## config.mk

```make
export PLATFORM = sky130hd
export DESIGN_NAME = sprite_channel
export DESIGN_NICKNAME = d
export VERILOG_FILES = /design/src/design/sprite_pkg.sv /design/src/design/sprite_mem_if.sv /design/src/design/sprite_channel.sv /design/src/design/sprite_mem_port.sv
export VERILOG_INCLUDE_DIRS = /design/src /design/src/design
export SDC_FILE = /design/constraint.sdc
export NUM_CORES = 1
export LEC_CHECK = 0
export BUFFER_PORTS_ARGS = -buffer_cell sky130_fd_sc_hd__buf_2
export CORE_AREA = 5 5 167 169
export CTS_CLUSTER_SIZE = 8
export DETAILED_ROUTE_END_ITERATION = 6
export DIE_AREA = 0 0 172 174
export PLACE_DENSITY = 0.63
export SYNTH_ARGS = -nofsm -noshare
export SYNTH_HDL_FRONTEND = slang
export SYNTH_HIERARCHICAL = 1
export SYNTH_SLANG_ARGS = --single-unit
```

## constraint.sdc

```tcl
create_clock -name CLK_SYS -period 3.8 [get_ports CLK_SYS]
set_input_delay 0.38 -clock CLK_SYS [delete_from_list [all_inputs] [get_ports CLK_SYS]]
set_output_delay 0.38 -clock CLK_SYS [all_outputs]
set_load 0.05 [all_outputs]
```

## src/design/sprite_cfg.svh

```systemverilog
// Constants for the sprite channel: word layouts, limits and colour mapping
`ifndef SPRITE_CFG_SVH
`define SPRITE_CFG_SVH

// Register index on the plain register port
`define ADDR_START_POSITION   4'h0
`define ADDR_STOP_CONTROL     4'h1
`define ADDR_POINTER          4'h2
`define ADDR_CHAN_CONTROL     4'h3
`define ADDR_STATUS           4'h4
`define ADDR_BEAM             4'h5

// Control word field positions
`define POS_VERTICAL_START_LINE_LO_HI      15
`define POS_VERTICAL_START_LINE_LO_LO      8
`define POS_HORIZONTAL_START_PIXEL_HI_HI      7
`define POS_HORIZONTAL_START_PIXEL_HI_LO      0
`define CTL_VERTICAL_STOP_LINE_LO_HI       15
`define CTL_VERTICAL_STOP_LINE_LO_LO       8
`define CTL_ATTACH_BIT        7
`define CTL_VERTICAL_START_LINE_MSB        2
`define CTL_VERTICAL_STOP_LINE_MSB         1
`define CTL_HORIZONTAL_START_PIXEL_LSB        0

// Position limits
`define VERTICAL_START_LINE_MAX            9'd262
`define HORIZONTAL_START_PIXEL_MAX            9'd447
`define SPRITE_WIDTH          5'd16

// Colour register mapping: first and last sprite colour registers
`define SPRITE_COLOR_BASE     5'd16
`define SPRITE_COLOR_LAST     5'd31

// Reset values
`define POINTER_RESET         19'h00000
`define CONTROL_RESET         2'h0

`endif

```

## src/design/sprite_pkg.sv

```systemverilog
// Types shared by the sprite channel modules
package sprite_pkg;

    typedef enum logic [2:0] {
        ST_IDLE,
        ST_FETCH_POS,
        ST_FETCH_CTL,
        ST_WAIT_LINE,
        ST_FETCH_LO,
        ST_FETCH_HI,
        ST_DONE
    } fetch_state_type;

    typedef struct packed {
        logic [8:0] vertical_start_line;
        logic [8:0] vertical_stop_line;
        logic [8:0] horizontal_start_pixel;
        logic       attach;
    } sprite_pos_type;

endpackage : sprite_pkg

```

## src/design/sprite_mem_if.sv

```systemverilog
// Word fetch handshake between the fetch engine and the memory port stage
`timescale 1ns/100ps
`default_nettype none
interface sprite_mem_if;
    logic        req;
    logic [18:0] addr;
    logic        valid;
    logic [15:0] data;
    modport engine (output req, output addr, input valid, input data);
    modport port   (input req, input addr, output valid, output data);
endinterface : sprite_mem_if
`default_nettype wire

```

## src/design/sprite_channel.sv

```systemverilog
// Sprite channel: structure fetch, position decode and pixel colour selection
// Functional notes
// Vertical start accepted from line 0 to 262
// Image is 16 pixels wide, any height
// Sprite timing always low-res, non-interlaced
// Two descriptor bits select channel colour register
// Sprites use colour registers 16 to 31, paired
// Selector 00 is transparent, first register unused
// Transparent lets lower priority show through
// Fetch control, descriptor pairs, end-of-data words
// Software places structures word aligned
// Word one: vertical_start_line low, horizontal_start_pixel high bits
// Word two: vertical_stop_line low, flags, MSBs
// Height equals stop minus start lines
// High word bit is selector MSB
// Low word from lower address first
// Channel 0 maps 1..3 to 17..19
// At stop line, next words reload control
// Start above beam: channel idle this field
// Pointer advances with every fetched word
// Horizontal start accepted from 0 to 447
// Bit 15 is the leftmost pixel
// Shift starts at horizontal_start_pixel within start..stop
//
// Design decisions made here: the register addresses and the address-and-strobe port.
`timescale 1ns/100ps
`default_nettype none
`include "sprite_cfg.svh"
module sprite_channel #(
    parameter int CHANNEL = 0
) (
    input  wire logic        CLK_SYS,
    input  wire logic        SRST,
    // Register port
    input  wire logic [3:0]  REG_ADDR,
    input  wire logic [15:0] REG_WDATA,
    input  wire logic        REG_WR,
    input  wire logic        REG_RD,
    output logic [15:0]      REG_RDATA,
    // Beam position, low-res pixel pulse and field start
    input  wire logic [8:0]  BEAM_V,
    input  wire logic [8:0]  BEAM_H,
    input  wire logic        PIXEL_EN,
    input  wire logic        LINE_START,
    input  wire logic        FIELD_START,
    // Graphics memory read port
    output logic             MEM_RD,
    output logic [18:0]      MEM_ADDR,
    input  wire logic        MEM_ACK,
    input  wire logic [15:0] MEM_RDATA,
    // Pixel output to priority mixer
    output logic             PIX_OPAQUE,
    output logic [4:0]       PIX_COLOR,
    output logic             ATTACH
);
    sprite_mem_if mif ();

    sprite_pkg::fetch_state_type state_r;
    sprite_pkg::sprite_pos_type  pos_r;
    logic [18:0] ptr_r;
    logic [18:0] ptr_nxt;
    logic        dma_en_r;
    logic        req_r;
    logic        armed_r;
    logic        active_r;
    logic [15:0] data_lo_r;
    logic [15:0] data_hi_r;
    logic [15:0] line_lo_r;
    logic [15:0] line_hi_r;
    logic        line_ready_r;
    logic [15:0] shift_lo_r;
    logic [15:0] shift_hi_r;
    logic [4:0]  shift_cnt_r;
    logic        in_range;
    logic        vertical_start_line_ok;
    logic [1:0]  sel;
    logic [4:0]  color_base;

    // Decoded strobes shared by the fetch concerns
    logic        ptr_wr;
    logic        pos_wr;
    logic        ctl_wr;
    logic        reg_busy;
    logic        take_pos;
    logic        take_ctl;
    logic        take_lo;
    logic        take_hi;
    logic        late_start;
    logic        field_go;
    logic        line_go;
    logic        shift_load;
    logic [15:0] word_src;

    sprite_mem_port u_port (
        .clk       (CLK_SYS),
        .srst      (SRST),
        .mif       (mif),
        .mem_rd    (MEM_RD),
        .mem_addr  (MEM_ADDR),
        .mem_ack   (MEM_ACK),
        .mem_rdata (MEM_RDATA)
    );

    assign mif.req  = req_r;
    assign mif.addr = ptr_r;
    assign ptr_nxt  = ptr_r + 19'd1;

    // Line window: start inclusive, stop exclusive, so height is stop minus start
    assign in_range  = (BEAM_V >= pos_r.vertical_start_line) && (BEAM_V < pos_r.vertical_stop_line);
    assign vertical_start_line_ok = (pos_r.vertical_start_line <= `VERTICAL_START_LINE_MAX);

    // Software control: DMA enable and pointer; pointer takes the written word address, top three bits zero
    always_ff @(posedge CLK_SYS) begin
        if (SRST) begin
            dma_en_r <= 1'b0;
        end else if (REG_WR && REG_ADDR == `ADDR_CHAN_CONTROL) begin
            dma_en_r <= REG_WDATA[0];
        end
    end

    // Position and control writes hold the sequencer for a cycle and a pointer write returns it to idle, so software writes only while the channel idles
    assign ptr_wr   = REG_WR && (REG_ADDR == `ADDR_POINTER);
    assign pos_wr   = REG_WR && (REG_ADDR == `ADDR_START_POSITION);
    assign ctl_wr   = REG_WR && (REG_ADDR == `ADDR_STOP_CONTROL);
    assign reg_busy = ptr_wr || pos_wr || ctl_wr;

    // A returned word counts only in the state that asked for it
    assign take_pos = !reg_busy && mif.valid && (state_r == sprite_pkg::ST_FETCH_POS);
    assign take_ctl = !reg_busy && mif.valid && (state_r == sprite_pkg::ST_FETCH_CTL);
    assign take_lo  = !reg_busy && mif.valid && (state_r == sprite_pkg::ST_FETCH_LO);
    assign take_hi  = !reg_busy && mif.valid && (state_r == sprite_pkg::ST_FETCH_HI);
    // Control fields arrive either from a register write or from a fetched word
    assign word_src   = reg_busy ? REG_WDATA : mif.data;
    // A start above the current beam line ends this field's use
    assign late_start = {mif.data[`CTL_VERTICAL_START_LINE_MSB], pos_r.vertical_start_line[7:0]} < BEAM_V;

    // Fetch triggers: control words at field start, a word pair or a reload per line
    assign field_go = !reg_busy && (state_r == sprite_pkg::ST_IDLE) && dma_en_r && FIELD_START;
    assign line_go  = !reg_busy && (state_r == sprite_pkg::ST_WAIT_LINE) && LINE_START && dma_en_r &&
                      ((BEAM_V == pos_r.vertical_stop_line) || (in_range && vertical_start_line_ok));

    // Fetch sequencer: words consumed in structure order
    always_ff @(posedge CLK_SYS) begin
        if (SRST || ptr_wr) begin
            state_r <= sprite_pkg::ST_IDLE;
        end else if (!reg_busy) begin
            case (state_r)
                sprite_pkg::ST_IDLE: begin
                    if (field_go) begin
                        state_r <= sprite_pkg::ST_FETCH_POS;
                    end
                end
                sprite_pkg::ST_FETCH_POS: begin
                    if (take_pos) begin
                        state_r <= sprite_pkg::ST_FETCH_CTL;
                    end
                end
                sprite_pkg::ST_FETCH_CTL: begin
                    if (take_ctl) begin
                        state_r <= late_start ? sprite_pkg::ST_DONE : sprite_pkg::ST_WAIT_LINE;
                    end
                end
                sprite_pkg::ST_WAIT_LINE: begin
                    // At the stop line the next two words reload control
                    if (line_go && BEAM_V == pos_r.vertical_stop_line) begin
                        state_r <= sprite_pkg::ST_FETCH_POS;
                    end else if (line_go) begin
                        state_r <= sprite_pkg::ST_FETCH_LO;
                    end
                end
                sprite_pkg::ST_FETCH_LO: begin
                    if (take_lo) begin
                        state_r <= sprite_pkg::ST_FETCH_HI;
                    end
                end
                sprite_pkg::ST_FETCH_HI: begin
                    if (take_hi) begin
                        state_r <= sprite_pkg::ST_WAIT_LINE;
                    end
                end
                sprite_pkg::ST_DONE: begin
                    if (FIELD_START) begin
                        state_r <= sprite_pkg::ST_IDLE;
                    end
                end
                default: begin
                    state_r <= sprite_pkg::ST_IDLE;
                end
            endcase
        end
    end

    // Read request: a one-cycle pulse for every word the sequencer wants next
    always_ff @(posedge CLK_SYS) begin
        if (SRST) begin
            req_r <= 1'b0;
        end else begin
            req_r <= field_go || line_go || take_pos || take_lo;
        end
    end

    // Pointer: loaded by software, then steps once per word taken
    always_ff @(posedge CLK_SYS) begin
        if (SRST) begin
            ptr_r <= `POINTER_RESET;
        end else if (ptr_wr) begin
            ptr_r <= {3'h0, REG_WDATA};
        end else if (take_pos || take_ctl || take_lo || take_hi) begin
            ptr_r <= ptr_nxt;
        end
    end

    // Decoded position: one field layout for software writes and fetched words
    always_ff @(posedge CLK_SYS) begin
        if (SRST) begin
            pos_r <= '0;
        end else if (pos_wr || take_pos) begin
            pos_r.vertical_start_line[7:0] <= word_src[`POS_VERTICAL_START_LINE_LO_HI:`POS_VERTICAL_START_LINE_LO_LO];
            pos_r.horizontal_start_pixel[8:1] <= word_src[`POS_HORIZONTAL_START_PIXEL_HI_HI:`POS_HORIZONTAL_START_PIXEL_HI_LO];
        end else if (ctl_wr || take_ctl) begin
            pos_r.vertical_stop_line[7:0] <= word_src[`CTL_VERTICAL_STOP_LINE_LO_HI:`CTL_VERTICAL_STOP_LINE_LO_LO];
            pos_r.attach     <= word_src[`CTL_ATTACH_BIT];
            pos_r.vertical_start_line[8]  <= word_src[`CTL_VERTICAL_START_LINE_MSB];
            pos_r.vertical_stop_line[8]   <= word_src[`CTL_VERTICAL_STOP_LINE_MSB];
            pos_r.horizontal_start_pixel[0]  <= word_src[`CTL_HORIZONTAL_START_PIXEL_LSB];
        end
    end

    // Armed: a new control word arms, a late start disarms for the rest of the field
    always_ff @(posedge CLK_SYS) begin
        if (SRST) begin
            armed_r <= 1'b0;
        end else if (ctl_wr || (take_ctl && !late_start)) begin
            armed_r <= 1'b1;
        end else if (!reg_busy && state_r == sprite_pkg::ST_DONE) begin
            armed_r <= 1'b0;
        end
    end

    // Descriptor words of one line: low word first from the lower address
    always_ff @(posedge CLK_SYS) begin
        if (SRST) begin
            data_lo_r <= 16'h0000;
            data_hi_r <= 16'h0000;
        end else if (take_lo) begin
            data_lo_r <= mif.data;
        end else if (take_hi) begin
            data_hi_r <= mif.data;
        end
    end

    // Line ready: raised when the high word lands; a coincident line start loses
    always_ff @(posedge CLK_SYS) begin
        if (SRST) begin
            line_ready_r <= 1'b0;
        end else if (take_hi) begin
            line_ready_r <= 1'b1;
        end else if (LINE_START) begin
            line_ready_r <= 1'b0;
        end
    end

    // Line data registers: hold last fetched line, so DMA off repeats it
    always_ff @(posedge CLK_SYS) begin
        if (SRST) begin
            line_lo_r <= 16'h0000;
            line_hi_r <= 16'h0000;
        end else if (line_ready_r) begin
            line_lo_r <= data_lo_r;
            line_hi_r <= data_hi_r;
        end
    end

    // Shift load: a line starts at horizontal_start_pixel, counted on the low-res pixel pulse
    assign shift_load = armed_r && in_range && (BEAM_H == pos_r.horizontal_start_pixel) && (pos_r.horizontal_start_pixel <= `HORIZONTAL_START_PIXEL_MAX);

    // Pixel shifters: bit 15 leaves first, whatever the playfield mode
    always_ff @(posedge CLK_SYS) begin
        if (SRST) begin
            shift_lo_r <= 16'h0000;
            shift_hi_r <= 16'h0000;
        end else if (PIXEL_EN && shift_load) begin
            shift_lo_r <= line_lo_r;
            shift_hi_r <= line_hi_r;
        end else if (PIXEL_EN && shift_cnt_r > 5'd1) begin
            shift_lo_r <= {shift_lo_r[14:0], 1'b0};
            shift_hi_r <= {shift_hi_r[14:0], 1'b0};
        end
    end

    // Pixel count: sixteen low-res pixels per line, then the channel goes quiet
    always_ff @(posedge CLK_SYS) begin
        if (SRST) begin
            shift_cnt_r <= 5'd0;
            active_r    <= 1'b0;
        end else if (PIXEL_EN && shift_load) begin
            shift_cnt_r <= `SPRITE_WIDTH;
            active_r    <= 1'b1;
        end else if (PIXEL_EN && shift_cnt_r > 5'd1) begin
            shift_cnt_r <= shift_cnt_r - 5'd1;
        end else if (PIXEL_EN) begin
            shift_cnt_r <= 5'd0;
            active_r    <= 1'b0;
        end
    end

    // Selector from bit 15 of each word; high word gives the MSB
    assign sel        = {shift_hi_r[15], shift_lo_r[15]};
    // Channel pairs share four registers starting at 16
    assign color_base = `SPRITE_COLOR_BASE + 5'(CHANNEL / 2) * 5'd4;

    // Pixel output: 00 is transparent so the mixer shows what lies behind
    always_ff @(posedge CLK_SYS) begin
        if (SRST) begin
            PIX_OPAQUE <= 1'b0;
            PIX_COLOR  <= 5'h00;
        end else begin
            PIX_OPAQUE <= active_r && (sel != 2'b00);
            PIX_COLOR  <= (active_r && sel != 2'b00) ? (color_base | {3'h0, sel}) : 5'h00;
        end
    end

    // Attach flag follows the decoded control word; pairing itself happens in the mixer
    always_ff @(posedge CLK_SYS) begin
        if (SRST) begin
            ATTACH <= 1'b0;
        end else begin
            ATTACH <= pos_r.attach;
        end
    end

    // Register reads: control words are write-only and read as zero
    always_ff @(posedge CLK_SYS) begin
        if (SRST) begin
            REG_RDATA <= 16'h0000;
        end else if (REG_RD) begin
            case (REG_ADDR)
                `ADDR_POINTER:      REG_RDATA <= ptr_r[15:0];
                `ADDR_CHAN_CONTROL: REG_RDATA <= {15'h0000, dma_en_r};
                `ADDR_STATUS:       REG_RDATA <= {10'h000, armed_r, active_r, 1'b0, 3'(state_r)};
                `ADDR_BEAM:         REG_RDATA <= {7'h00, pos_r.vertical_start_line};
                default:            REG_RDATA <= 16'h0000;
            endcase
        end else begin
            REG_RDATA <= 16'h0000;
        end
    end
endmodule : sprite_channel
`default_nettype wire

```

## src/design/sprite_mem_port.sv

```systemverilog
// Registered memory read stage: issues word reads and returns data from a register
`timescale 1ns/100ps
`default_nettype none
module sprite_mem_port (
    input  wire logic        clk,
    input  wire logic        srst,
    sprite_mem_if.port       mif,
    output logic             mem_rd,
    output logic [18:0]      mem_addr,
    input  wire logic        mem_ack,
    input  wire logic [15:0] mem_rdata
);
    logic busy_r;

    // One outstanding read; answer is held in a register for the engine
    always_ff @(posedge clk) begin
        if (srst) begin
            busy_r    <= 1'b0;
            mem_rd    <= 1'b0;
            mem_addr  <= 19'h00000;
            mif.valid <= 1'b0;
            mif.data  <= 16'h0000;
        end else begin
            mif.valid <= 1'b0;
            if (!busy_r && mif.req) begin
                busy_r   <= 1'b1;
                mem_rd   <= 1'b1;
                mem_addr <= mif.addr;
            end else if (busy_r && mem_ack) begin
                busy_r    <= 1'b0;
                mem_rd    <= 1'b0;
                mif.valid <= 1'b1;
                mif.data  <= mem_rdata;
            end
        end
    end
endmodule : sprite_mem_port
`default_nettype wire

```

# ---- Word level (Yosys, flattened, before mapping)
# Index checks and enable logic that the tools add are counted.
dict set report totals {
  reg_bits 216
  latch_bits 0
  ram_bits 0
  rom_bits 0
  input_bits 62
  output_inout_bits 43
  elab_cells 164
  n_memories 0
}
dict set report op_classes {
  n_addsub 2
  n_mul 0
  div 0
  magnitude_cmp 6
  eq_ne 21
  n_shift 0
  n_mux 32
  bitwise_logic 6
  reduce_logical 66
}
# op n
set op_table {}
lappend op_table {{two-way mux 16 bit} 7}
lappend op_table {{case mux 16 bit (4 select lines)} 1}
lappend op_table {{logical AND 1 bit} 29}
lappend op_table {{two-way mux 3 bit} 9}
lappend op_table {{case mux 3 bit (7 select lines)} 1}
lappend op_table {{two-way mux 5 bit} 4}
lappend op_table {{adder 19 x 1 -> 19 bit (second input constant)} 1}
lappend op_table {{equality test 9 bit} 2}
lappend op_table {{less-or-equal comparator 9 bit (second input constant)} 2}
lappend op_table {{less-than comparator 9 bit} 2}
lappend op_table {{nonzero test 2 bit} 8}
lappend op_table {{!= test 2 bit (second input constant)} 7}
lappend op_table {{logical OR 1 bit} 13}
lappend op_table {{two-way mux 1 bit} 10}
lappend op_table {{OR reduction 2 bit} 5}
lappend op_table {{equality test 3 bit (second input constant)} 3}
lappend op_table {{>= comparator 9 bit} 1}
lappend op_table {{equality test 4 x 2 -> 1 bit (second input constant)} 2}
lappend op_table {{equality test 4 x 3 -> 1 bit (second input constant)} 2}
lappend op_table {{AND reduction 2 bit} 4}
lappend op_table {{AND reduction 8 bit} 1}
lappend op_table {{equality test 3 x 2 -> 1 bit (second input constant)} 2}
lappend op_table {{NOT 1 bit} 6}
lappend op_table {{> comparator 5 x 1 -> 1 bit (second input constant)} 1}
lappend op_table {{other kinds (8)} 10}

# ---- Logic depth before layout (Yosys ltp)
# Gate-level depths: netlist (run 1).
dict set report depth {
  word_depth 12
  depth_mapped 9
  depth_no_buf 8
}

# ---- Hierarchy
# The synthesis (run 1) kept the hierarchy.
# mod instances cells_each area_per_inst_um2
set modules_own_cells {}
lappend modules_own_cells {sprite_channel 1 897 8086.5}
lappend modules_own_cells {sprite_mem_port 1 166 1722.9}

# ---- Worst setup path after synthesis (run 1)
# No wires, ideal clock.
dict set report synth_path {
  path_type {input-to-reg}
  start {input port BEAM_V[3]}
  end {register shift_hi_r[10]}
  arrival_time_ns 2.024
  setup_slack_ns 1.691
  path_stages 9
  path_buffers 1
  cell_sequence {inv_1 > ha_1 > a21oi_1 > a21boi_0 > o311a_1 > o2111ai_2 > clkbuf_1 > nor2_1 > a211oi_1}
}
dict set report synth_between {
  elab_chain_len 7
}
# item line_no
set synth_lines {}
lappend synth_lines {{from (decl)} sprite_channel.sv:41} ;# input wire logic [8:0] BEAM_V,
lappend synth_lines {{>= comparator 9 bit / less-than comparator 9 bit (equally long branches)} sprite_channel.sv:109} ;# assign in_range = (BEAM_V >= pos_r.vertical_start_line) && (BEAM_V < pos_r.vertical_stop_line);
lappend synth_lines {{logical AND 1 bit *} sprite_channel.sv:109}
lappend synth_lines {{logical AND 1 bit * (3 in series)} sprite_channel.sv:275} ;# assign shift_load = armed_r && in_range && (BEAM_H == pos_r.horizontal_start_pixel) && (pos_r.horizontal_start ...
lappend synth_lines {{logical AND 1 bit *} sprite_channel.sv:282} ;# end else if (PIXEL_EN && shift_load) begin
lappend synth_lines {{two-way mux 16 bit / nonzero test 2 bit (equally long branches)} --}
lappend synth_lines {{to (signal assigned)} sprite_channel.sv:284} ;# shift_hi_r <= line_hi_r;
lappend synth_lines {{to (signal assigned)} sprite_channel.sv:287} ;# shift_hi_r <= {shift_hi_r[14:0], 1'b0};
lappend synth_lines {{to (decl)} sprite_channel.sv:72} ;# logic [15:0] shift_hi_r;
# Mark *: on every way between the ends. The rest lies on a longest branch, timed or not.
# A chain may end at the register's enable or synchronous reset.

# ---- Worst setup path after layout (run 1)
dict set report layout_path {
  start {register state_r[1]}
  end {register ptr_r[2], in the netlist mif.addr[2]}
}
dict set report layout_between {
  elab_chain_len 6
}
# item line_no
set layout_lines {}
lappend layout_lines {{from (decl)} sprite_channel.sv:58} ;# sprite_pkg::fetch_state_type state_r;
lappend layout_lines {{from (signal assigned)} sprite_channel.sv:145} ;# state_r <= sprite_pkg::ST_IDLE;
lappend layout_lines {{from (signal assigned)} sprite_channel.sv:150} ;# state_r <= sprite_pkg::ST_FETCH_POS;
lappend layout_lines {{from (signal assigned)} sprite_channel.sv:155} ;# state_r <= sprite_pkg::ST_FETCH_CTL;
lappend layout_lines {{equality test 3 x 1 -> 1 bit / equality test 3 x 2 -> 1 bit (equally long branches)} {sprite_channel.sv:128, sprite_channel.sv:129}}
lappend layout_lines {{logical AND 1 bit (on tied branches)} {sprite_channel.sv:128, sprite_channel.sv:129}}
lappend layout_lines {{logical OR 1 bit (2 in series)} sprite_channel.sv:208} ;# end else if (take_pos || take_ctl || take_lo || take_hi) begin
lappend layout_lines {{logical OR 1 bit *} sprite_channel.sv:208}
lappend layout_lines {{nonzero test 2 bit (no line) *} --}
lappend layout_lines {{to (signal assigned)} sprite_channel.sv:205} ;# ptr_r <= `POINTER_RESET;
lappend layout_lines {{to (signal assigned)} sprite_channel.sv:207} ;# ptr_r <= {3'h0, REG_WDATA};
lappend layout_lines {{to (signal assigned)} sprite_channel.sv:209} ;# ptr_r <= ptr_nxt;
lappend layout_lines {{to (decl)} sprite_channel.sv:60} ;# logic [18:0] ptr_r;
# Marked as above.

==> impl_metrics.csv, run 1 <==
group,metric,value,unit
synth,async_reset_ff_frac,0,
clocking,cts_root_buf,"clkbuf_16",
synth,synth_edf_count,0,
detailed_routing,antenna_left,0,
min_path,hold_path.class,"input pin to flop",
layout,drive_gt1_frac,0.161,
layout,n_fill_cell,2623,
clocking,clkSinkCount,213,
synth,synth_compound_area_frac,0.166,
clocking,cts_max_level,1,
run_status,status,"completed",
power_and_ir_drop,p_comb_frac,0.090,
floorplan,dieArea,0.0299,mm2
timing,fin_skew,0.0134,ns
timing,hold_slack,0.0950,ns
synth,synthAdderAreaFrac,0.0383,
timing,slew_headroom,0.252,
place,place_area,0.0104,mm2
clocking,clk_path_buf_depth,3,
synth,ys.flop_type,"dfxtp_1",
timing,max_freq,392,MHz
synth,seq_area_frac_synth,0.435,
layout,fin_nets,1225,
critical_path,crit_arrival,2.95,ns
timing,drv_slew,0,
synth,synth-seq-cells,213,
synth,syn_avg_cell_area,9.23,um2
critical_path,crit_type,"flop to flop",
clocking,postCtsSetupBuffers,0,
clocking,postCtsHoldBufs,0,
critical_path,crit_required,4.20,ns
floorplan,dieWidth,172,um
place,dpl.cell_count,1442,
power_and_ir_drop,p_sw_frac,0.240,
run,maxCapViolations,0,
critical_path,crit_path_start_kind,"flop",
power_and_ir_drop,clkPwrFrac,0.451,
power_and_ir_drop,p_per_area,448,mW/mm2
global_route,overflow,0,
synth,synth_simple_gate_area_frac,0.190,
floorplan,pin_count,105,
global_route,grt_usage,0.164,
place,hpwl,17400,um
global_route,grt_pass1_vias,7529,
layout,fin_area,0.0112,mm2
synth,synth-xor-area-share,0.0161,
clocking,cts-buffers-inserted,30,
layout,final_common_cell,"dfxtp_1",
power_and_ir_drop,p_int,3820,uW
detailed_routing,dr_wl_met2,10600,um
clocking,cts_resized,0,
detailed_routing,dr.max_layer_used,"met4",
min_path,hold_path_depth,3,
floorplan,rows,60,
floorplan,start_util,0.371,
timing,fin_crit_sh,0.672,
detailed_routing,wirelength,25000,um
clocking,cts_tree,"yes",
detailed_routing,dr.first_iter.drc_count,554,
detailed_routing,vias,7832,
synth,yosys_warnings,6,
place,gp_congestion,0.866,
critical_path,endpoint_kind,"flop",
power_and_ir_drop,p_leak,0.00450,uW
timing,tns,0,ns
layout,area_delta_synth_final,14.4,%
power_and_ir_drop,p_seq_frac,0.459,
layout,stdcell_count,1474,
global_route,grt_max_degree,86,
place,portBuffers,102,
critical_path,r2r_cells,6,
timing,min_period,2.55,ns
detailed_routing,wire_per_inst,17.0,um
synth,synth_top_family_by_area,"simple AND/OR/NAND/NOR gates",
detailed_routing,vias_per_cell,5.31,
clocking,clock_latency,0.54,ns
power_and_ir_drop,vdd_drop_max,0.316,mV
global_route,antenna_found_initial,0,
floorplan,die_y,174,um
detailed_routing,drc,0,
synth,synth_area,0.00981,mm2
detailed_routing,dr.pass1.iters,4,
synth,netlist-cell-type-count,79,
synth,postSynthCellCount,1063,
floorplan,core,0.0264,mm2
timing,setup_viol,0,
power_and_ir_drop,p_sw,1210,uW
detailed_routing,wl_met3,1610,um
global_route,grt_pass1_wl,40400,um
layout,final_cell_mix,"212 x dfxtp_1, 161 x nor2_1, 101 x buf_2",
detailed_routing,wl_met1,12100,um
timing,tightest_slew,1.12,ns
clocking,clk_pin_slew,0.05,ns
timing,hold_violations,0,
synth,synth.area.mux_share,0.0962,
layout,num_antenna_cells,0,
critical_path,path_max_fanout,12,
timing,grt_setup_unrepaired,"no",
==> synth_stat cells, drive strengths merged (24+ instances only) <==
cell type	number	area [um2]
nand3	35	180
buf	41	290
mux2i	92	921
inv	40	150
a211oi	64	485
clkbuf	33	125
nor2	161	604
dfxtp	213	4260
a21oi	58	339
nand2b	24	150
o21ai	33	173
ha	30	375
nand2	63	241
==> per-layer routing <==
metal / GRT usage / vias to the layer above
li1: - / 3888
met2: 0.240 / 245
met3: 0.0293 / 53
met4: 0.0478 / 0
met5: 0 / -
met1: 0.245 / 3646
==> cells by family after synthesis <==
kind of cell,Yosys count
simple gates,369
xor+xnor,18
fa+ha+maj,30
compound gates,224
buf+inv,114
other cells,1
mux,94
flops,213
==> sequential cells by signal, summed over array words and instances (netlist names) <==
register and cells:
PIX_COLOR 3, data_lo_r 16, state_r 3, mif.addr 19
shift_hi_r 16, u_port/mif.data 16, line_hi_r 16, line_lo_r 16
REG_RDATA 16, shift_cnt_r 5, dma_en_r 1, u_port/mem_addr 19
active_r 1, line_ready_r 1, u_port/mif.valid 1, shift_lo_r 16
u_port/busy_r 1, pos_r 28, armed_r 1, ATTACH 1
mif.req 1, data_hi_r 16
==> worst max-delay path: stages, from the launching register on <==
cell and delay, ns:
dfxtp_1 0.65, nor3b_2 0.48, o221ai_1 0.51, nand2_1 0.31
o21ai_0 0.12, a221oi_1 0.28, nor2_1 0.06
==> metrics by stage <==
stage               total power [uW]  setup WS (ns)   util
floorplan                       2670           1.69      -
global placement                2790           1.14  0.395
detailed placement              2800           1.02  0.395
CTS                             5080           1.33  0.425
global route                    5220           1.06  0.425
finish                          5030           1.25  0.425
==> power groups by stage <==
stage / sequential [uW] / combinational [uW] / clock [uW]
after floorplan: 2330 / 344 / 0
after global placement: 2350 / 444 / 0
after detailed placement: 2350 / 450 / 0
after CTS: 2310 / 452 / 2320
after global routing: 2310 / 493 / 2420
final: 2310 / 451 / 2270
==> final timing paths <==
| kind | startpoint | to | slack (ns) |
|---|---|---|---|
| min reg2reg | data_hi_r[3]$_SDFFE_PP0P_ | data_hi_r[3]$_SDFFE_PP0P_ | 0.46 |
| min | MEM_RDATA[10] | u_port/mif.data[10]$_SDFFE_PP0P_ | 0.1 |
| max | state_r[1]$_SDFFE_PP0P_ | mif.addr[2]$_SDFFE_PP0P_ | 1.25 |
| max reg2reg | state_r[1]$_SDFFE_PP0P_ | mif.addr[2]$_SDFFE_PP0P_ | 1.25 |
==> cell type report <==
type / instances / area [um2] / share of cell area
multi-input cells: 737 / 5010 / 0.446
inverters: 40 / 150 / 0.0134
repair buffers: 111 / 597 / 0.0532
flip-flops and latches: 213 / 4270 / 0.380
clock inverters: 2 / 21.3 / 0.00190
clock buffers: 30 / 751 / 0.0669
well taps: 341 / 427 / 0.0380
(Power assumes the default switching activity.)
==> run 2, diff against run 1 <==
--- a/config.mk
+++ b/config.mk
@@ -11,7 +11,7 @@
 export CTS_CLUSTER_SIZE = 8
 export DETAILED_ROUTE_END_ITERATION = 6
 export DIE_AREA = 0 0 172 174
-export PLACE_DENSITY = 0.63
+export PLACE_DENSITY = 0.65
 export SYNTH_ARGS = -nofsm -noshare
 export SYNTH_HDL_FRONTEND = slang
 export SYNTH_HIERARCHICAL = 1
==> constraint.sdc (replaced) <==
create_clock -name CLK_SYS -period 2.2 [get_ports CLK_SYS]
set_input_delay 0.22 -clock CLK_SYS [delete_from_list [all_inputs] [get_ports CLK_SYS]]
set_output_delay 0.22 -clock CLK_SYS [all_outputs]
set_load 0.05 [all_outputs]
==> impl_metrics.csv, run 2 (same netlist as run 1, synthesis figures left out) <==
group,metric,value,unit
run_status,status,"finished, violations left",
run_status,violations,"setup timing",
power_and_ir_drop,vdd_drop_max,0.569,mV
timing,setup_ws,-0.0400,ns
timing,tns,-0.252,ns
critical_path,endpoint_kind,"flop",
floorplan,start_util,0.371,
power_and_ir_drop,p_int,6730,uW
power_and_ir_drop,p_sw,2200,uW
floorplan,die_y,174,um
critical_path,path_max_fanout,6,
min_path,hold_path.class,"input pin to flop",
layout,fin_util,0.479,
timing,hold_slack,0.00763,ns
clocking,clk_path_buf_depth,3,
clocking,clk_pin_slew,0.06,ns
global_route,overflow,0,
place,dpl.cell_count,1502,
layout,num_antenna_cells,0,
timing,slew_headroom,0.223,
clocking,clkSinkCount,213,
detailed_routing,drc,0,
power_and_ir_drop,p_seq_frac,0.443,
layout,top_register,"pos_r",
global_route,grt_usage,0.174,
timing,max_freq,446,MHz
layout,fin_area,0.0127,mm2
clocking,cts_max_level,1,
layout,final_cell_mix,"197 x dfxtp_1, 148 x nor2_1, 101 x buf_2",
detailed_routing,dr.pass1.iters,5,
global_route,grt_pass1_wl,42900,um
place,hpwl,18500,um
timing,setup_viol,12,
critical_path,rrSetupSlack,-0.04,ns
floorplan,core,0.0264,mm2
timing,tightest_slew,1.17,ns
clocking,cts_root_buf,"clkbuf_16",
critical_path,crit_type,"flop to flop",
power_and_ir_drop,clkPwrFrac,0.447,
timing,grt_setup_unrepaired,"yes",
clocking,cts_tree,"yes",
layout,largest_reg_flops,28,
detailed_routing,wirelength,28100,um
layout,area_delta_synth_final,29.1,%
min_path,min_from,"REG_WDATA[8]",
timing,min_period,2.24,ns
run,maxCapViolations,0,
power_and_ir_drop,p_comb_frac,0.110,
global_route,grt_max_degree,109,
layout,fin_nets,1331,
floorplan,dieArea,0.0299,mm2
critical_path,crit_start,"pos_r[15]$_SDFFE_PP0P_",
place,place_area,0.0109,mm2
critical_path,crit_path_start_kind,"flop",
power_and_ir_drop,p_sw_frac,0.246,
power_and_ir_drop,p_leak,0.00513,uW
timing,drv_slew,0,
floorplan,rows,60,
global_route,antenna_found_initial,0,
clocking,cts-buffers-inserted,30,
critical_path,crit_arrival,2.70,ns
timing,hold_violations,0,
floorplan,dieWidth,172,um
global_route,grt_pass1_vias,8104,
layout,stdcell_count,1580,
layout,drive_gt1_frac,0.267,
layout,final_common_cell,"dfxtp_1",
timing,fin_skew,0.0153,ns
place,gp_congestion,0.867,
detailed_routing,vias,8500,
detailed_routing,wire_per_inst,17.8,um
detailed_routing,vias_per_cell,5.38,
critical_path,crit_required,2.66,ns
power_and_ir_drop,p_per_area,705,mW/mm2
critical_path,r2r-start,"pos_r[15]$_SDFFE_PP0P_",
place,portBuffers,102,
detailed_routing,antenna_left,0,
layout,n_fill_cell,2503,
timing,fin_crit_sh,1.02,
detailed_routing,dr.first_iter.drc_count,697,
floorplan,pin_count,105,
clocking,clock_latency,0.55,ns
==> run 2: cell types whose count changed in the layout (fill, tap and decap cells not counted), moves of 13 or more <==
cell,previous run,this run
a211oi_1,63,45
buf_4,8,71
nor2_1,161,148
dfxtp_2,1,15
dfxtp_1,212,197
ha_4,0,13
a211oi_2,1,19
ha_1,30,17
dlygate4sd3_1,0,27
==> run 2: through the flow <==
| stage | worst slack, ns | total power (uW) |
|---|---|---|
| global route | -0.160 | 9260 |
| global placement | -0.0595 | 4900 |
| finish | -0.0400 | 8930 |
| detailed placement | -0.108 | 4910 |
| CTS | -0.0226 | 8950 |
| floorplan | 0.151 | 4620 |
==> run 2: routing by layer <==
metal,up-vias,GRT usage,wire length (um)
li1,4101,-,-
met1,4068,0.247,12700
met2,270,0.273,12700
met3,61,0.0323,1900
met4,0,0.0455,710
met5,-,0,0
==> run 2: power by group through the flow <==
| stage | Combinational, uW | Clock, uW | Sequential (uW) |
|---|---|---|---|
| after global placement | 875 | 0 | 4030 |
| after global routing | 1060 | 4240 | 3960 |
| final | 979 | 3990 | 3960 |
| after floorplan | 594 | 0 | 4020 |
| after detailed placement | 881 | 0 | 4030 |
| after CTS | 934 | 4060 | 3950 |
==> run 2: path summary, 6_finish.rpt <==
path,to,depth (start not counted)
max,shift_hi_r[11]$_SDFFE_PP0P_,11
min,mif.addr[8]$_SDFFE_PP0P_,3
max reg2reg,shift_hi_r[11]$_SDFFE_PP0P_,11
min reg2reg,data_hi_r[6]$_SDFFE_PP0P_,2
==> run 2: worst max-delay path, cell delays in order, from the launching register on <==
cell	delay [ns]
dfxtp_2	0.33
inv_2	0.05
ha_4	0.22
nand4_1	0.14
nor3_2	0.06
a2111oi_2	0.33
buf_4	0.18
o2111ai_4	0.14
buf_12	0.20
buf_8	0.14
clkbuf_16	0.16
a211oi_2	0.19
==> run 2: what timing repair did <==
action                                 4_1_cts  5_1_grt
gates cloned                                 2        7
setup endpoints to repair                   17       44
buffers inserted                             2        9
endpoints found under the hold margin       27        0
pin swaps                                    7       27
hold buffers                                27        0
gates resized for setup                     33       52
==> run 2: layout make-up <==
cell class,count,area [um2],share of cell area
Tap cell,341,427,0.0337
Inverter,40,150,0.0119
Clock buffer,30,751,0.0593
Sequential cell,213,4290,0.339
Multi-Input combinational cell,738,5370,0.424
Clock inverter,2,35.0,0.00277
Timing Repair Buffer,216,1650,0.130
==> run 3, diff against run 2 <==
--- a/config.mk
+++ b/config.mk
@@ -6,12 +6,14 @@
 export SDC_FILE = /design/constraint.sdc
 export NUM_CORES = 1
 export LEC_CHECK = 0
-export BUFFER_PORTS_ARGS = -buffer_cell sky130_fd_sc_hd__buf_2
+export ABC_CLOCK_PERIOD_IN_PS = 2200
+export BUFFER_PORTS_ARGS = -buffer_cell sky130_fd_sc_hd__buf_4
 export CORE_AREA = 5 5 167 169
 export CTS_CLUSTER_SIZE = 8
 export DETAILED_ROUTE_END_ITERATION = 6
 export DIE_AREA = 0 0 172 174
 export PLACE_DENSITY = 0.65
+export RECOVER_POWER = 25
 export SYNTH_ARGS = -nofsm -noshare
 export SYNTH_HDL_FRONTEND = slang
 export SYNTH_HIERARCHICAL = 1
==> impl_metrics.csv, run 3 (same netlist as run 1, synthesis figures left out) <==
group,metric,value,unit
clocking,clkSinkCount,213,
place,gp_congestion,0.904,
layout,area_delta_synth_final,30.8,%
place,place_ws,-0.189,ns
floorplan,start_util,0.371,
global_route,grt_max_degree,169,
clocking,clk_pin_slew,0.05,ns
timing,min_period,2.20,ns
critical_path,crit_type,"flop to flop",
power_and_ir_drop,p_leak,0.00510,uW
layout,largest_reg_flops,28,
layout,top_register,"pos_r",
timing,max_freq,454,MHz
timing,slew_headroom,0.224,
global_route,overflow,0,
timing,grt_setup_unrepaired,"yes",
run_status,violations,"setup timing",
clocking,clock_latency,0.54,ns
power_and_ir_drop,total_power,8950,uW
min_path,min_from,"REG_WDATA[1]",
global_route,grt_pass1_vias,7946,
min_path,hold_path.class,"input pin to flop",
timing,setup_ws,-0.00270,ns
detailed_routing,dr.pass1.iters,7,
run_status,status,"finished, violations left",
detailed_routing,dr.first_iter.drc_count,635,
timing,tns,-0.00270,ns
run,maxCapViolations,0,
critical_path,crit_required,2.64,ns
clocking,cts_max_level,1,
critical_path,path_max_fanout,16,
critical_path,rr_endpoint,"shift_hi_r[3]$_SDFFE_PP0P_",
clocking,cts_root_buf,"clkbuf_16",
layout,num_antenna_cells,0,
detailed_routing,wirelength,27400,um
critical_path,rrSetupSlack,-0.003,ns
detailed_routing,antenna_left,0,
timing,drv_slew,0,
clocking,cts-buffers-inserted,30,
detailed_routing,wire_per_inst,17.4,um
floorplan,pin_count,105,
critical_path,crit_path_start_kind,"flop",
layout,final_common_cell,"dfxtp_1",
timing,hold_violations,0,
power_and_ir_drop,p_per_area,698,mW/mm2
layout,fin_nets,1324,
floorplan,dieArea,0.0299,mm2
timing,setup_viol,1,
critical_path,r2r_cells,10,
place,portBuffers,102,
detailed_routing,vias,8279,
min_path,hold_path_depth,3,
global_route,antenna_found_initial,0,
power_and_ir_drop,vdd_drop_max,0.624,mV
global_route,grt_pass1_wl,43200,um
timing,tightest_slew,1.16,ns
layout,drive_gt1_frac,0.274,
critical_path,endpoint_kind,"flop",
layout,final_cell_mix,"198 x dfxtp_1, 166 x buf_4, 136 x nor2_1",
floorplan,core,0.0264,mm2
critical_path,crit_arrival,2.64,ns
detailed_routing,drc,0,
min_path,whs_endpoint,"mif.addr[1]$_SDFFE_PP0P_",
floorplan,die_y,174,um
clocking,clk_path_buf_depth,3,
timing,fin_crit_sh,1.00,
floorplan,dieWidth,172,um
floorplan,rows,60,
place,hpwl,18200,um
timing,fin_skew,0.00806,ns
detailed_routing,vias_per_cell,5.26,
critical_path,r2r-start,"pos_r[21]$_SDFFE_PP0N_",
global_route,grt_usage,0.176,
clocking,cts_tree,"yes",
==> run 3: metal layers <==
| metal | vias up | track usage | part of all wire |
|---|---|---|---|
| li1 | 4092 | - | - |
| met1 | 3896 | 0.262 | 0.46 |
| met2 | 234 | 0.263 | 0.45 |
| met3 | 57 | 0.0248 | 0.055 |
| met4 | 0 | 0.0531 | 0.031 |
| met5 | - | 0 | 0 |
==> run 3: critical path: stages, from the launching register on <==
cell and delay, ns:
dfxtp_2 0.36, inv_1 0.06, ha_1 0.19, a21oi_2 0.13, a21boi_1 0.08, o311a_1 0.41, o2111ai_4 0.23, buf_12 0.18
buf_12 0.18, nor2_1 0.06, a211oi_1 0.22
==> run 3: layout make-up <==
type | instances | area (um2)
fill | 2441 | 13600
multi-input combinational | 738 | 5430
sequential | 213 | 4290
timing repair buffer | 209 | 1760
clock buffer | 30 | 751
tap | 341 | 427
inverter | 40 | 150
clock inverter | 2 | 35.0
==> run 3: where the power goes <==
| group | switching (uW) | internal, uW | leakage (uW) |
|---|---|---|---|
| sequential | 50.9 | 3910 | 0.00172 |
| clock | 1580 | 2380 | 0.000385 |
| combinational | 545 | 485 | 0.00299 |
| total | 2170 | 6780 | 0.00510 |
==> run 3: how the worst max path moves through the flow <==
stage | from | endpoint | slack, ns | cells after the start
5_1_grt | pos_r[11]$_SDFFE_PP0P_ | shift_hi_r[0]$_SDFFE_PP0P_ | -0.1 | 11
3_3_place_gp | BEAM_V[2] | shift_hi_r[4]$_SDFFE_PP0P_ | -0.1 | 10
4_1_cts | pos_r[20]$_SDFFE_PP0N_ | shift_lo_r[12]$_SDFFE_PP0P_ | 0.002 | 10
6_report | pos_r[21]$_SDFFE_PP0N_ | shift_hi_r[3]$_SDFFE_PP0P_ | -0.003 | 10
3_5_place_dp | BEAM_V[3] | shift_hi_r[13]$_SDFFE_PP0P_ | -0.19 | 10
2_1_floorplan | pos_r[14]$_SDFFE_PP0P_ | shift_hi_r[1]$_SDFFE_PP0P_ | 0.15 | 9
==> run 3: per-stage QoR <==
step | util | hold WS, ns | instances | instance area (um2)
3_3_place_gp | 0.423 | 0.428 | 1499 | 11200
5_1_grt | 0.486 | 0.00167 | 1573 | 12800
3_5_place_dp | 0.423 | 0.432 | 1499 | 11200
2_1_floorplan | - | 0.364 | 1064 | 9810
4_1_cts | 0.477 | 0.000973 | 1571 | 12600
6_report | 0.486 | 0.0164 | 1573 | 12800
==> run 3: timing repair <==
action / 4_1_cts / 5_1_grt
endpoints found under the setup margin: 22 / 50
resized for setup: 36 / 75
buffers inserted: 5 / 5
pin swaps: 12 / 22
gates cloned: 4 / 1
hold buffers: 31 / 0
endpoints found under the hold margin: 30 / 0
